===== config.mk =====
export PLATFORM = sky130hd
export DESIGN_NAME = acp_host_flat
export DESIGN_NICKNAME = d
export VERILOG_FILES = /design/src/common/acp_pkg.sv /design/src/common/acp_link_if.sv /design/src/design/acp_host.sv /design/src/flat_wrapper.sv
export SDC_FILE = /design/constraint.sdc
export NUM_CORES = 1
export LEC_CHECK = 0
export BUFFER_PORTS_ARGS = -buffer_cell sky130_fd_sc_hd__buf_2
export CAP_MARGIN = 0
export CORE_MARGIN = 5
export CORE_UTILIZATION = 65
export CTS_CLUSTER_DIAMETER = 200
export DETAILED_ROUTE_END_ITERATION = 6
export PLACE_DENSITY = 0.83
export SETUP_SLACK_MARGIN = 0.1
export SLEW_MARGIN = 15
export SYNTH_ARGS = -nofsm -noshare
export SYNTH_HDL_FRONTEND = slang
export SYNTH_HIERARCHICAL = 1
export SYNTH_SLANG_ARGS = --single-unit

===== constraint.sdc =====
create_clock -name ref_clk_i -period 9.75 [get_ports ref_clk_i]
set_input_delay 0.4875 -clock ref_clk_i [delete_from_list [all_inputs] [get_ports ref_clk_i]]
set_output_delay 0.4875 -clock ref_clk_i [all_outputs]
set_load 0.05 [all_outputs]

===== src/common/acp_pkg.sv =====
// Shared constants and types for the converter control link
package acp_pkg;

   // Clock plan: the host divides its reference clock to make the link clock
   localparam int REF_PERIOD_NS  = 100;
   localparam int LINK_DIV       = 4;
   localparam int LINK_PERIOD_NS = REF_PERIOD_NS * LINK_DIV;

   // Conversion time, longest figure, rounded down to link cycles
   localparam int CONV_MAX_NS    = 3500;
   localparam int CONV_CYC_RAW   = CONV_MAX_NS / LINK_PERIOD_NS;
   localparam logic [3:0] CONV_CYC = 4'((CONV_CYC_RAW < 1) ? 1 : CONV_CYC_RAW);

   // Select may only fall this soon after a start; shorter than a link period, so unused
   localparam int CS_EARLY_NS    = 100;

   // Synchroniser depth plus the cycle in which the state machine reacts
   localparam int SYNC_LAT       = 3;
   localparam logic [19:0] HOLD_CYC = 20'((CONV_CYC_RAW + SYNC_LAT + 1) * LINK_DIV);

   // Wake-up delay after sleep is left
   localparam int WAKE_MS        = 60;
   localparam int WAKE_CYC_DEF   = WAKE_MS * 1000000 / REF_PERIOD_NS;

   // Divider phases of the host, counter value before the edge
   localparam logic [1:0] PH_RISE   = 2'h3;
   localparam logic [1:0] PH_FALL   = 2'h1;
   localparam logic [1:0] PH_SAMPLE = 2'h2;
   localparam logic [1:0] PH_HIGH   = 2'h2;

   // Frame layout, counted in link rises after select falls
   localparam int FRAME_BITS     = 16;
   localparam logic [4:0] SDI_LAST_RISE  = 5'h10;
   localparam logic [4:0] SDO_FIRST_RISE = 5'h03;
   localparam logic [4:0] SDO_LAST_RISE  = 5'h12;
   localparam logic [4:0] FRAME_END_RISE = 5'h14;
   localparam logic [3:0] LAST_BIT       = 4'hf;

   // Input word, first bit sent lands in bit 15
   localparam int CMD_W          = 7;
   localparam int MUX_HI         = 15;
   localparam int MUX_LO         = 11;
   localparam int UNI_POS        = 10;
   localparam int SLP_POS        = 9;

   // Result buffer in the host
   localparam int FIFO_W         = 16;
   localparam int FIFO_D         = 8;

   typedef enum logic [1:0] {
      ACP_DEV_ACQ   = 2'b00,
      ACP_DEV_CONV  = 2'b01,
      ACP_DEV_NAP   = 2'b10,
      ACP_DEV_SHIFT = 2'b11
   } acp_dev_state_t;

   typedef enum logic [1:0] {
      ACP_HST_IDLE  = 2'b00,
      ACP_HST_HOLD  = 2'b01,
      ACP_HST_FRAME = 2'b10,
      ACP_HST_WAKE  = 2'b11
   } acp_hst_state_t;

endpackage : acp_pkg


===== src/common/acp_link_if.sv =====
// Serial link between the converter and its host
`timescale 1ns/1ps
interface acp_link_if;
   logic sck;
   logic chip_select_convert;
   logic sdi;
   logic sdo;

   modport dev (
      input  sck,
      input  chip_select_convert,
      input  sdi,
      output sdo
   );

   modport host (
      output sck,
      output chip_select_convert,
      output sdi,
      input  sdo
   );
endinterface : acp_link_if


===== src/design/acp_host.sv =====
// Host end: link clock divider, conversion sequencing and result buffer
`timescale 1ns/1ps
module acp_fifo #(
   parameter int W = 16,
   parameter int D = 8
) (
   input  wire logic         clk_i,
   input  wire logic         rstn_i,
   input  wire logic         in_valid_i,
   output logic              in_ready_o,
   input  wire logic [W-1:0] in_data_i,
   output logic              out_valid_o,
   input  wire logic         out_ready_i,
   output logic [W-1:0]      out_data_o
);
   localparam int AW = $clog2(D);

   logic [W-1:0]             mem [D];
   logic [AW:0]              wr_ff;
   logic [AW:0]              rd_ff;
   logic [AW:0]              nxt_wr;
   logic [AW:0]              nxt_rd;
   logic                     ov_ff;
   logic                     nxt_ov;
   logic [W-1:0]             od_ff;
   logic [W-1:0]             nxt_od;
   logic                     full;
   logic                     empty;
   logic                     push;

   assign full  = (wr_ff[AW] != rd_ff[AW]) && (wr_ff[AW-1:0] == rd_ff[AW-1:0]);
   assign empty = (wr_ff == rd_ff);
   assign push  = in_valid_i & ~full;

   // Output stage is a register so the consumer sees flop-driven data
   always_comb begin
      nxt_wr = push ? wr_ff + 1'b1 : wr_ff;
      nxt_rd = rd_ff;
      nxt_ov = ov_ff;
      nxt_od = od_ff;
      if ((!ov_ff || out_ready_i) && !empty) begin
         nxt_ov = 1'b1;
         nxt_od = mem[rd_ff[AW-1:0]];
         nxt_rd = rd_ff + 1'b1;
      end else if (out_ready_i) begin
         nxt_ov = 1'b0;
      end
   end

   always_ff @(posedge clk_i) begin
      if (push) begin
         mem[wr_ff[AW-1:0]] <= in_data_i;
      end
   end

   always_ff @(posedge clk_i or negedge rstn_i) begin
      if (!rstn_i) begin
         wr_ff <= '0;
         rd_ff <= '0;
         ov_ff <= 1'b0;
         od_ff <= '0;
      end else begin
         wr_ff <= nxt_wr;
         rd_ff <= nxt_rd;
         ov_ff <= nxt_ov;
         od_ff <= nxt_od;
      end
   end

   assign in_ready_o  = ~full;
   assign out_valid_o = ov_ff;
   assign out_data_o  = od_ff;
endmodule : acp_fifo

module acp_host #(
   parameter int unsigned WAKE_CYC = acp_pkg::WAKE_CYC_DEF
) (
   acp_link_if.host                     lnk,
   input  wire logic                    ref_clk_i,
   input  wire logic                    rstn_i,
   input  wire logic                    enable_i,
   input  wire logic [acp_pkg::CMD_W-1:0] cfg_i,
   output logic                         busy_o,
   output logic                         asleep_o,
   output logic                         waking_o,
   output logic                         res_valid_o,
   input  wire logic                    res_ready_i,
   output logic [15:0]                  res_data_o
);

   acp_pkg::acp_hst_state_t state_ff;
   acp_pkg::acp_hst_state_t nxt_state;
   logic [1:0]              div_ff;
   logic [1:0]              nxt_div;
   logic                    sck_ff;
   logic                    nxt_sck;
   logic                    cs_ff;
   logic                    nxt_cs;
   logic                    sdi_ff;
   logic                    nxt_sdi;
   logic                    sdo_m_ff;
   logic                    sdo_s_ff;
   logic [19:0]             wait_ff;
   logic [19:0]             nxt_wait;
   logic [4:0]              rise_ff;
   logic [4:0]              nxt_rise;
   logic [15:0]             cmd_ff;
   logic [15:0]             nxt_cmd;
   logic [15:0]             res_ff;
   logic [15:0]             nxt_res;
   logic                    asleep_ff;
   logic                    nxt_asleep;
   logic                    busy_ff;
   logic                    waking_ff;
   logic                    frame_slp_ff;
   logic                    nxt_frame_slp;
   logic                    push;
   logic                    fifo_ready;
   logic                    rise_edge;
   logic                    fall_edge;

   // Link clock runs free: it is the only clock the converter has
   assign rise_edge = (div_ff == acp_pkg::PH_RISE);
   assign fall_edge = (div_ff == acp_pkg::PH_FALL);
   assign nxt_div   = div_ff + 2'h1;
   assign nxt_sck   = (nxt_div < acp_pkg::PH_HIGH);

   always_comb begin
      nxt_state  = state_ff;
      nxt_cs     = cs_ff;
      nxt_sdi    = sdi_ff;
      nxt_wait   = wait_ff;
      nxt_rise   = rise_ff;
      nxt_cmd    = cmd_ff;
      nxt_res    = res_ff;
      nxt_asleep = asleep_ff;
      push       = 1'b0;
      unique case (state_ff)
         acp_pkg::ACP_HST_IDLE: begin
            // Start only with room for the result; a full buffer stalls conversions
            if (enable_i && fifo_ready && fall_edge) begin
               nxt_state = acp_pkg::ACP_HST_HOLD;
               nxt_cs    = 1'b1;
               nxt_wait  = acp_pkg::HOLD_CYC - 20'h1;
               nxt_cmd   = {cfg_i, {(16 - acp_pkg::CMD_W){1'b0}}};
            end
         end
         acp_pkg::ACP_HST_HOLD: begin
            // Select stays high past conversion end; sdi stays quiet meanwhile while the link clock keeps running
            if (wait_ff != 20'h0) begin
               nxt_wait = wait_ff - 20'h1;
            end else if (fall_edge) begin
               nxt_state = acp_pkg::ACP_HST_FRAME;
               nxt_cs    = 1'b0;
               nxt_rise  = 5'h00;
            end
         end
         acp_pkg::ACP_HST_FRAME: begin
            if (rise_edge) begin
               nxt_rise = rise_ff + 5'h01;
            end
            if (fall_edge && rise_ff != 5'h00 && rise_ff <= acp_pkg::SDI_LAST_RISE) begin
               nxt_sdi = cmd_ff[15];
               nxt_cmd = {cmd_ff[14:0], 1'b0};
            end
            if (div_ff == acp_pkg::PH_SAMPLE && rise_ff >= acp_pkg::SDO_FIRST_RISE
                && rise_ff <= acp_pkg::SDO_LAST_RISE) begin
               nxt_res = {res_ff[14:0], sdo_s_ff};
            end
            if (fall_edge && rise_ff == acp_pkg::FRAME_END_RISE) begin
               push       = 1'b1;
               nxt_sdi    = 1'b0;
               nxt_asleep = frame_slp_ff;
               if (asleep_ff && !frame_slp_ff) begin
                  nxt_state = acp_pkg::ACP_HST_WAKE;
                  nxt_wait  = 20'(WAKE_CYC - 1);
               end else begin
                  nxt_state = acp_pkg::ACP_HST_IDLE;
               end
            end
         end
         acp_pkg::ACP_HST_WAKE: begin
            if (wait_ff == 20'h0) begin
               nxt_state = acp_pkg::ACP_HST_IDLE;
            end else begin
               nxt_wait = wait_ff - 20'h1;
            end
         end
      endcase
   end

   // Sleep bit of the word just sent, held in the frame register until reload
   assign nxt_frame_slp = (state_ff == acp_pkg::ACP_HST_IDLE) ? cfg_i[0] : frame_slp_ff;

   always_ff @(posedge ref_clk_i or negedge rstn_i) begin
      if (!rstn_i) begin
         state_ff     <= acp_pkg::ACP_HST_IDLE;
         div_ff       <= 2'h0;
         sck_ff       <= 1'b0;
         cs_ff        <= 1'b0;
         sdi_ff       <= 1'b0;
         sdo_m_ff     <= 1'b0;
         sdo_s_ff     <= 1'b0;
         wait_ff      <= 20'h0;
         rise_ff      <= 5'h00;
         cmd_ff       <= 16'h0000;
         res_ff       <= 16'h0000;
         asleep_ff    <= 1'b0;
         frame_slp_ff <= 1'b0;
         busy_ff      <= 1'b0;
         waking_ff    <= 1'b0;
      end else begin
         state_ff     <= nxt_state;
         div_ff       <= nxt_div;
         sck_ff       <= nxt_sck;
         cs_ff        <= nxt_cs;
         sdi_ff       <= nxt_sdi;
         sdo_m_ff     <= lnk.sdo;
         sdo_s_ff     <= sdo_m_ff;
         wait_ff      <= nxt_wait;
         rise_ff      <= nxt_rise;
         cmd_ff       <= nxt_cmd;
         res_ff       <= nxt_res;
         asleep_ff    <= nxt_asleep;
         frame_slp_ff <= nxt_frame_slp;
         busy_ff      <= (nxt_state != acp_pkg::ACP_HST_IDLE);
         waking_ff    <= (nxt_state == acp_pkg::ACP_HST_WAKE);
      end
   end

   acp_fifo #(
      .W (acp_pkg::FIFO_W),
      .D (acp_pkg::FIFO_D)
   ) u_fifo (
      .clk_i       (ref_clk_i),
      .rstn_i      (rstn_i),
      .in_valid_i  (push),
      .in_ready_o  (fifo_ready),
      .in_data_i   (res_ff),
      .out_valid_o (res_valid_o),
      .out_ready_i (res_ready_i),
      .out_data_o  (res_data_o)
   );

   assign lnk.sck                 = sck_ff;
   assign lnk.chip_select_convert = cs_ff;
   assign lnk.sdi                 = sdi_ff;
   assign busy_o                  = busy_ff;
   assign asleep_o                = asleep_ff;
   assign waking_o                = waking_ff;

endmodule : acp_host


===== src/flat_wrapper.sv =====
// flat-port wrapper written by rule: the top's interface ports become plain ports
module acp_host_flat 
#(
   parameter int unsigned WAKE_CYC = acp_pkg::WAKE_CYC_DEF
)
  (ref_clk_i, rstn_i, enable_i, cfg_i, busy_o, asleep_o, waking_o, res_valid_o, res_ready_i, res_data_o, lnk_sck, lnk_chip_select_convert, lnk_sdi, lnk_sdo);
  acp_link_if lnk_i ();
  input  wire logic ref_clk_i;
  input  wire logic rstn_i;
  input  wire logic enable_i;
  input  wire logic [acp_pkg::CMD_W-1:0] cfg_i;
  output logic busy_o;
  output logic asleep_o;
  output logic waking_o;
  output logic res_valid_o;
  input  wire logic res_ready_i;
  output logic [15:0] res_data_o;
  output wire logic [$bits(lnk_i.sck)-1:0] lnk_sck;
  output wire logic [$bits(lnk_i.chip_select_convert)-1:0] lnk_chip_select_convert;
  output wire logic [$bits(lnk_i.sdi)-1:0] lnk_sdi;
  input wire logic [$bits(lnk_i.sdo)-1:0] lnk_sdo;
  assign lnk_sck = lnk_i.sck;
  assign lnk_chip_select_convert = lnk_i.chip_select_convert;
  assign lnk_sdi = lnk_i.sdi;
  assign lnk_i.sdo = lnk_sdo;
  acp_host #(.WAKE_CYC(WAKE_CYC)) u_core (.lnk(lnk_i), .ref_clk_i(ref_clk_i), .rstn_i(rstn_i), .enable_i(enable_i), .cfg_i(cfg_i), .busy_o(busy_o), .asleep_o(asleep_o), .waking_o(waking_o), .res_valid_o(res_valid_o), .res_ready_i(res_ready_i), .res_data_o(res_data_o));
endmodule

# Word level (Yosys, flattened, before mapping)
# Memories as Yosys holds them, arrays and structs flattened. A register that Yosys moved wholly into a read port is not among the register bits.
# Index checks and enable logic that the tools add are counted.
# totals
reg_bits	79
latch_bits	0
mem_bits_rw	128
rom_bits	0
input_bits	12
out_inout_bits	23
wordCells	114
mem_count	1
# memory_table
memory	words	width	rd	rd_ports_with_merged_regs	write_ports	line	source
u_core.u_fifo.mem	8	16	1	1	1	acp_host.sv:18	logic [W-1:0] mem [D];
# classes
addsub	5
mul	0
n_div	0
n_lt_le_gt_ge	4
eq_ne	20
shifts	0
muxes	32
bitwise	2
n_reduce_logical	32
# op_table
op	n
$mux W20	5
$pmux W20 S4	1
$mux W16	2
$pmux W16 S2	1
$logic_not A20 Y1	1
$reduce_bool A20 Y1	1
$sub A20 B1 Y20 const B	1
$mux W5	3
$ne A2 B1 Y1 const B	7
$mux W2	6
$reduce_bool A2 Y1	6
$mux W1	11
$eq A2 B2 Y1 const B	5
$le A5 B5 Y1 const B	2
$logic_and A1 B1 Y1	10
$pmux W5 S2	1
$add A4 B1 Y4 const B	2
$pmux W2 S4	1
$reduce_and A4 Y1	2
$reduce_and A2 Y1	3
$add A5 B1 Y5 const B	1
$eq A5 B5 Y1 const B	1
$ge A5 B2 Y1 const B	1
$reduce_and A5 Y1	1
15 further kinds	20

# Longest topological paths before layout
# depth
depth_word	8
depth_mapped	10
depth_no_buf	8

# Modules after synthesis
# The synthesis kept the hierarchy.
# by_module_without_submodules
mod	n_inst	cells_per_inst	area_each_um2	seq_area_each_um2
acp_fifo	1	288	5879.4	4469.3
acp_host	1	282	3032.9	1526.5

# Worst setup path before layout
# OpenSTA, ideal clock, no wires.
# synth_path
path_type	register -> register
start	register u_core.rise_ff[0]
end	memory u_core.u_fifo.mem[4][0], enable pin
t_arrival_ns	2.811
setup_slack_ns	6.530
path_stages_with_launch	9
n_path_buf	0
path_cell_list	dfrtp_1 inv_1 ha_1 nor2b_1 nand4_1 nor2_1 o41ai_4 or2_2 nor3_1
# synth_between
elab_chain_cells	7
# synth_lines
item	line	source
start, declared	acp_host.sv:105	logic [4:0] rise_ff;
start signal, assigned	acp_host.sv:221	rise_ff <= nxt_rise;
$eq A5 B5 Y1	acp_host.sv:170	if (fall_edge && rise_ff == acp_pkg::FRAME_END_RISE) begin
$logic_and A1 B1 Y1	acp_host.sv:170	
$mux W1	acp_host.sv:170	
$mux W1	acp_host.sv:138	unique case (state_ff)
named net u_core.push	acp_host.sv:117	logic push;
$and A1 B1 Y1	acp_host.sv:33	assign push = in_valid_i & ~full;
$mux W1	acp_host.sv:51	if (push) begin
$mux W1 (implied by the code)	acp_host.sv:52	mem[wr_ff[AW-1:0]] <= in_data_i;
end, declared	acp_host.sv:18	
# The timed path passes the listed nets, and every way through them passes these cells.

# Final worst setup path
# layout_path
start	register u_core.state_ff[0]
end	register u_core.res_ff[8]
# layout_between
elab_chain_cells	2
# layout_lines
item	line	source
start, declared	acp_host.sv:91	acp_pkg::acp_hst_state_t state_ff;
start signal, assigned	acp_host.sv:197	state_ff <= acp_pkg::ACP_HST_IDLE;
start signal, assigned	acp_host.sv:213	state_ff <= nxt_state;
$eq A2 B2 Y1	acp_host.sv:138	
$reduce_and A2 Y1 (no source line)	--	
end signal, assigned	acp_host.sv:223	res_ff <= nxt_res;
end, declared	acp_host.sv:109	logic [15:0] res_ff;
# No other way between the ends.
# A chain may end at the register's enable or synchronous reset.

==> run summary <==
In the layout the commonest cells are 128 x edfxtp_1, 85 x dfrtp_1, 40 x nand2_1, 33 x buf_2, 32 x mux4_2. Together, buffers and inverters on the worst path number 0. The tools report the startpoint of the worst-slack reg-to-reg timing path as u_core/state_ff[0]. The run gives 0 as the initial antenna violation count.

Following the worst setup path forward leads to its endpoint at u_core/res_ff[8]. Detailed-route via count: 5026. The run gives 74.9% as the final core utilization. Leading cell type in the layout, fill and taps excluded: edfxtp_1. The logs give 0 for the final-report max-slew violation count and 806 for the final cell count without fillers. The number of global-route vias before repair is 5295. Summed over all layers, the global routing overflow is 0.

For this block, the initial DRC count from the detailed router was 397. The first-pass GRT wire length was 28200 um; the routability congestion estimate from global placement was 0.820. Summed over its instances, the top area cell type makes up 43.1% of the synthesized netlist area. The logs give 1.77 mW for the final total power and 3 for the buffer depth of the longest clock path. The synthesized area per cell is 15.6 um2. The tools report the critical path capture point type as a flop. After detailed routing, the average wire length per cell comes to 21.8 um. For this configuration, the core starts out at a cell density of 66.8%. The count of input and output buffers was 34.

The area growth from synthesis to layout is 12.1%. The leading area contributor after synthesis was edfxtp_1. The XOR/XNOR share of the synthesized area works out to 2.16%. The worst setup path is of the reg2reg kind. The run finished with clean final reports. Counting every instance in the synthesized netlist gives 570. The worst hold path begins at lnk_sdo.

Broken down by cell family, the worst path's largest delay share belongs to simple AND/OR/NAND/NOR gates. Derived from the worst setup path, the maximum achievable clock frequency is 293 MHz. By area, the combinational part of the netlist is dominated by multiplexers. Global routing used 22.3% of the available tracks across all layers. The floorplan step set the die width to 127 um.

The post-synthesis share of cell area spent on full adders, half adders and majority gates was 1.12%; the antenna diode count was 0. Setup repair after global routing left no endpoint under its margin. Total number of yosys warnings: 6. The complex-gate fraction of the synthesized area is 6.49%. For the detailed-route wire length, the log shows 17500 um.

The simple logic cell fraction of the synthesized area came out at 7.69%. Summed over all cells, the static leakage comes to 3.49 nW. For this run, the slowest stage of the critical path takes 1.04 ns. The highest fanout seen on the critical path is 33.

For the data required time of the worst path, the log shows 10.11 ns. Setup total negative slack on the finished layout was measured at 0 ns. After synthesis, the cell types taking the most area are edfxtp_1 43%, dfrtp_1 24%, mux4_2 8.1%.

The startpoint type of the worst setup path was a flop. Measured against the total synthesized area, the mux share comes to 13.2%. Yosys mapped a number of flops with a built-in enable equal to 128. From bottom edge to top edge, the die measures 127 um. The worst hold path belongs to the class in2reg. For this run, the detailed router's first-pass iteration total came to 5. The logs give 42 for the site row count and 590 for the net count after synthesis. The netlist area before placement was 8910 um2. Traced cell by cell, the critical path runs through nor2b_1 -> nand4_1 -> mux2_2. The count of nets left with antenna violations once routing finished came out at 0.

The clock drives 214 sinks. The final count of hold timing violations is 0, and the post-detailed-route DRC marker count is 0. The run gives 35 as the top-level I/O count. The largest net degree at the start of global routing came out at 65.

In the synthesized netlist the dominant register cell turns out to be edfxtp_1. The number of distinct library cells after synthesis was 59; the core region area was 13300 um2. The tools report the endpoint of the most critical register-to-register path as u_core/res_ff[8].

The clock transition at the registers of the reported paths came out at 0.06 ns. The overall die area was 16200 um2. VDD sags by at most 0.118 mV. The total instance count after detailed placement came out at 765. The reg-to-reg setup timing slack came out at 6.33 ns. Summed over all nets, the half-perimeter wirelength after detailed placement is 10400 um. The number of nets at the end of the flow came out at 634.

Setup violations remaining at the end of the flow were counted as 0. Library cell contributing the largest single delay on the critical path: nand4_1. Across all hold checks on the routed design, the worst slack comes to 0.105 ns. Power spread over the standard cell area amounts to 178 nW/um2. The synthesized design contains 214 register bits. The tools report the startpoint of the most critical setup path as u_core/state_ff[0]. Ratio of routed vias to standard cells: 6.24. The smallest clock period supported by the final layout is computed as 3.42 ns.

The number of gates on the worst path with buffers counted is 3, and the share of final-layout standard cells stronger than drive strength 1 is 23.0%. In the finished design, the share of the clock period the worst path needs comes to 35.1%. The fraction of registers with async set or reset after synthesis is 40.2%.

The number of levels in the clock H-tree came out at 1. TritonCTS built the clock tree. For the final database, setup skew stands at 0.00983 ns. The number of clock buffers inserted by TritonCTS was 22; the transition time at the pin with the least slew margin was 1.05 ns. The tools report the clock latency of the later-clocked register in the worst-skew pair as 0.49 ns. The logs give 29.5% for the worst relative slew slack and 0 for the number of violations of the max-capacitance limit.

The data arrival time of the critical path is 3.78 ns. Clock tree synthesis selected as its root buffer the cell clkbuf_16. The path depth of the worst reg2reg path was 3. Sequential element share of the synthesized area: 67.3%.
worst register-to-register path, delay by kind of cell, from the launching register on:
family           cells  cell delay, ns
and+or+nand+nor      2            1.93
DFF                  1            0.73
muxes                1            0.63
synth_stat cells (8+ instances only):
master and instances:
xnor2_1 8, inv_1 13, mux4_2 32, a22o_1 8, nand2b_1 8, ha_1 8, dfrtp_1 86, xor2_1 14
o21ai_0 28, nor2_1 30, buf_2 9, mux2_2 19, mux2i_1 23, clkbuf_1 12, edfxtp_1 128, nand2_1 40
state kept, by name (all words and copies together) (netlist names), 2 cells and up:
register and count:
u_core/u_fifo/out_data_o 16, u_core/state_ff 2, u_core/div_ff 2, u_core/wait_ff 20
u_core/rise_ff 5, u_core/res_ff 16, u_core/u_fifo/rd_ff 4, u_core/u_fifo/wr_ff 4
u_core/cmd_ff 7, u_core/u_fifo/mem 128
final cells by class:
cell class                      instances  area (um2)
Clock buffer                           27         591
Tap cell                              176         220
Inverter                               13        48.8
Clock inverter                         13         113
Fill cell                             799        3360
Multi-Input combinational cell        315        2740
Sequential cell                       214        6000
Timing Repair Buffer                   48         280
metal layers:
metal,global-route usage (%),wire [um],vias up
met4,5.87,335,0
met1,28.6,6860,2569
met3,3.17,988,30
li1,-,-,2257
met2,40.3,9350,170
met5,0,0,-
cell families after synthesis:
kind of cell,after synthesis
XOR/XNOR,22
AND/OR/NAND/NOR,131
buffers and inverters,41
flip-flops,214
AO/OA/AOI/OAI,79
multiplexers,75
adder cells (fa/ha/maj),8
worst min-delay path by stage:
stage                           end  slack (ns)  cells past startpoint
detailed placement  u_core/sdo_s_ff        0.34                      0
CTS                 u_core/sdo_m_ff        0.09                      1
global placement    u_core/sdo_s_ff        0.33                      0
finish              u_core/sdo_m_ff        0.10                      1
global route        u_core/sdo_m_ff        0.09                      1
floorplan           u_core/asleep_o        0.19                      0
power breakdown:
| part | switching (mW) | total [mW] | internal, mW |
|---|---|---|---|
| sequential | 0.000177 | 0.953 | 0.953 |
| combinational | 0.00822 | 0.0109 | 0.00263 |
| clock | 0.328 | 0.810 | 0.483 |
| total | 0.336 | 1.77 | 1.44 |
stage by stage:
step / worst slack [ns] / instance area, um2
6_report: 6.33 / 9990
5_1_grt: 6.09 / 9990
4_1_cts: 6.33 / 9990
3_5_place_dp: 6.41 / 9280
3_3_place_gp: 6.54 / 9280
2_1_floorplan: 6.53 / 8910
timing repair:
| action | CTS | global route |
|---|---|---|
| hold buffers | 1 | 0 |
| hold endpoints to repair | 22 | 0 |
| gates resized for setup | 0 | 0 |
| setup buffers | 0 | 0 |
No activity file was read; power rests on OpenSTA's default activity.
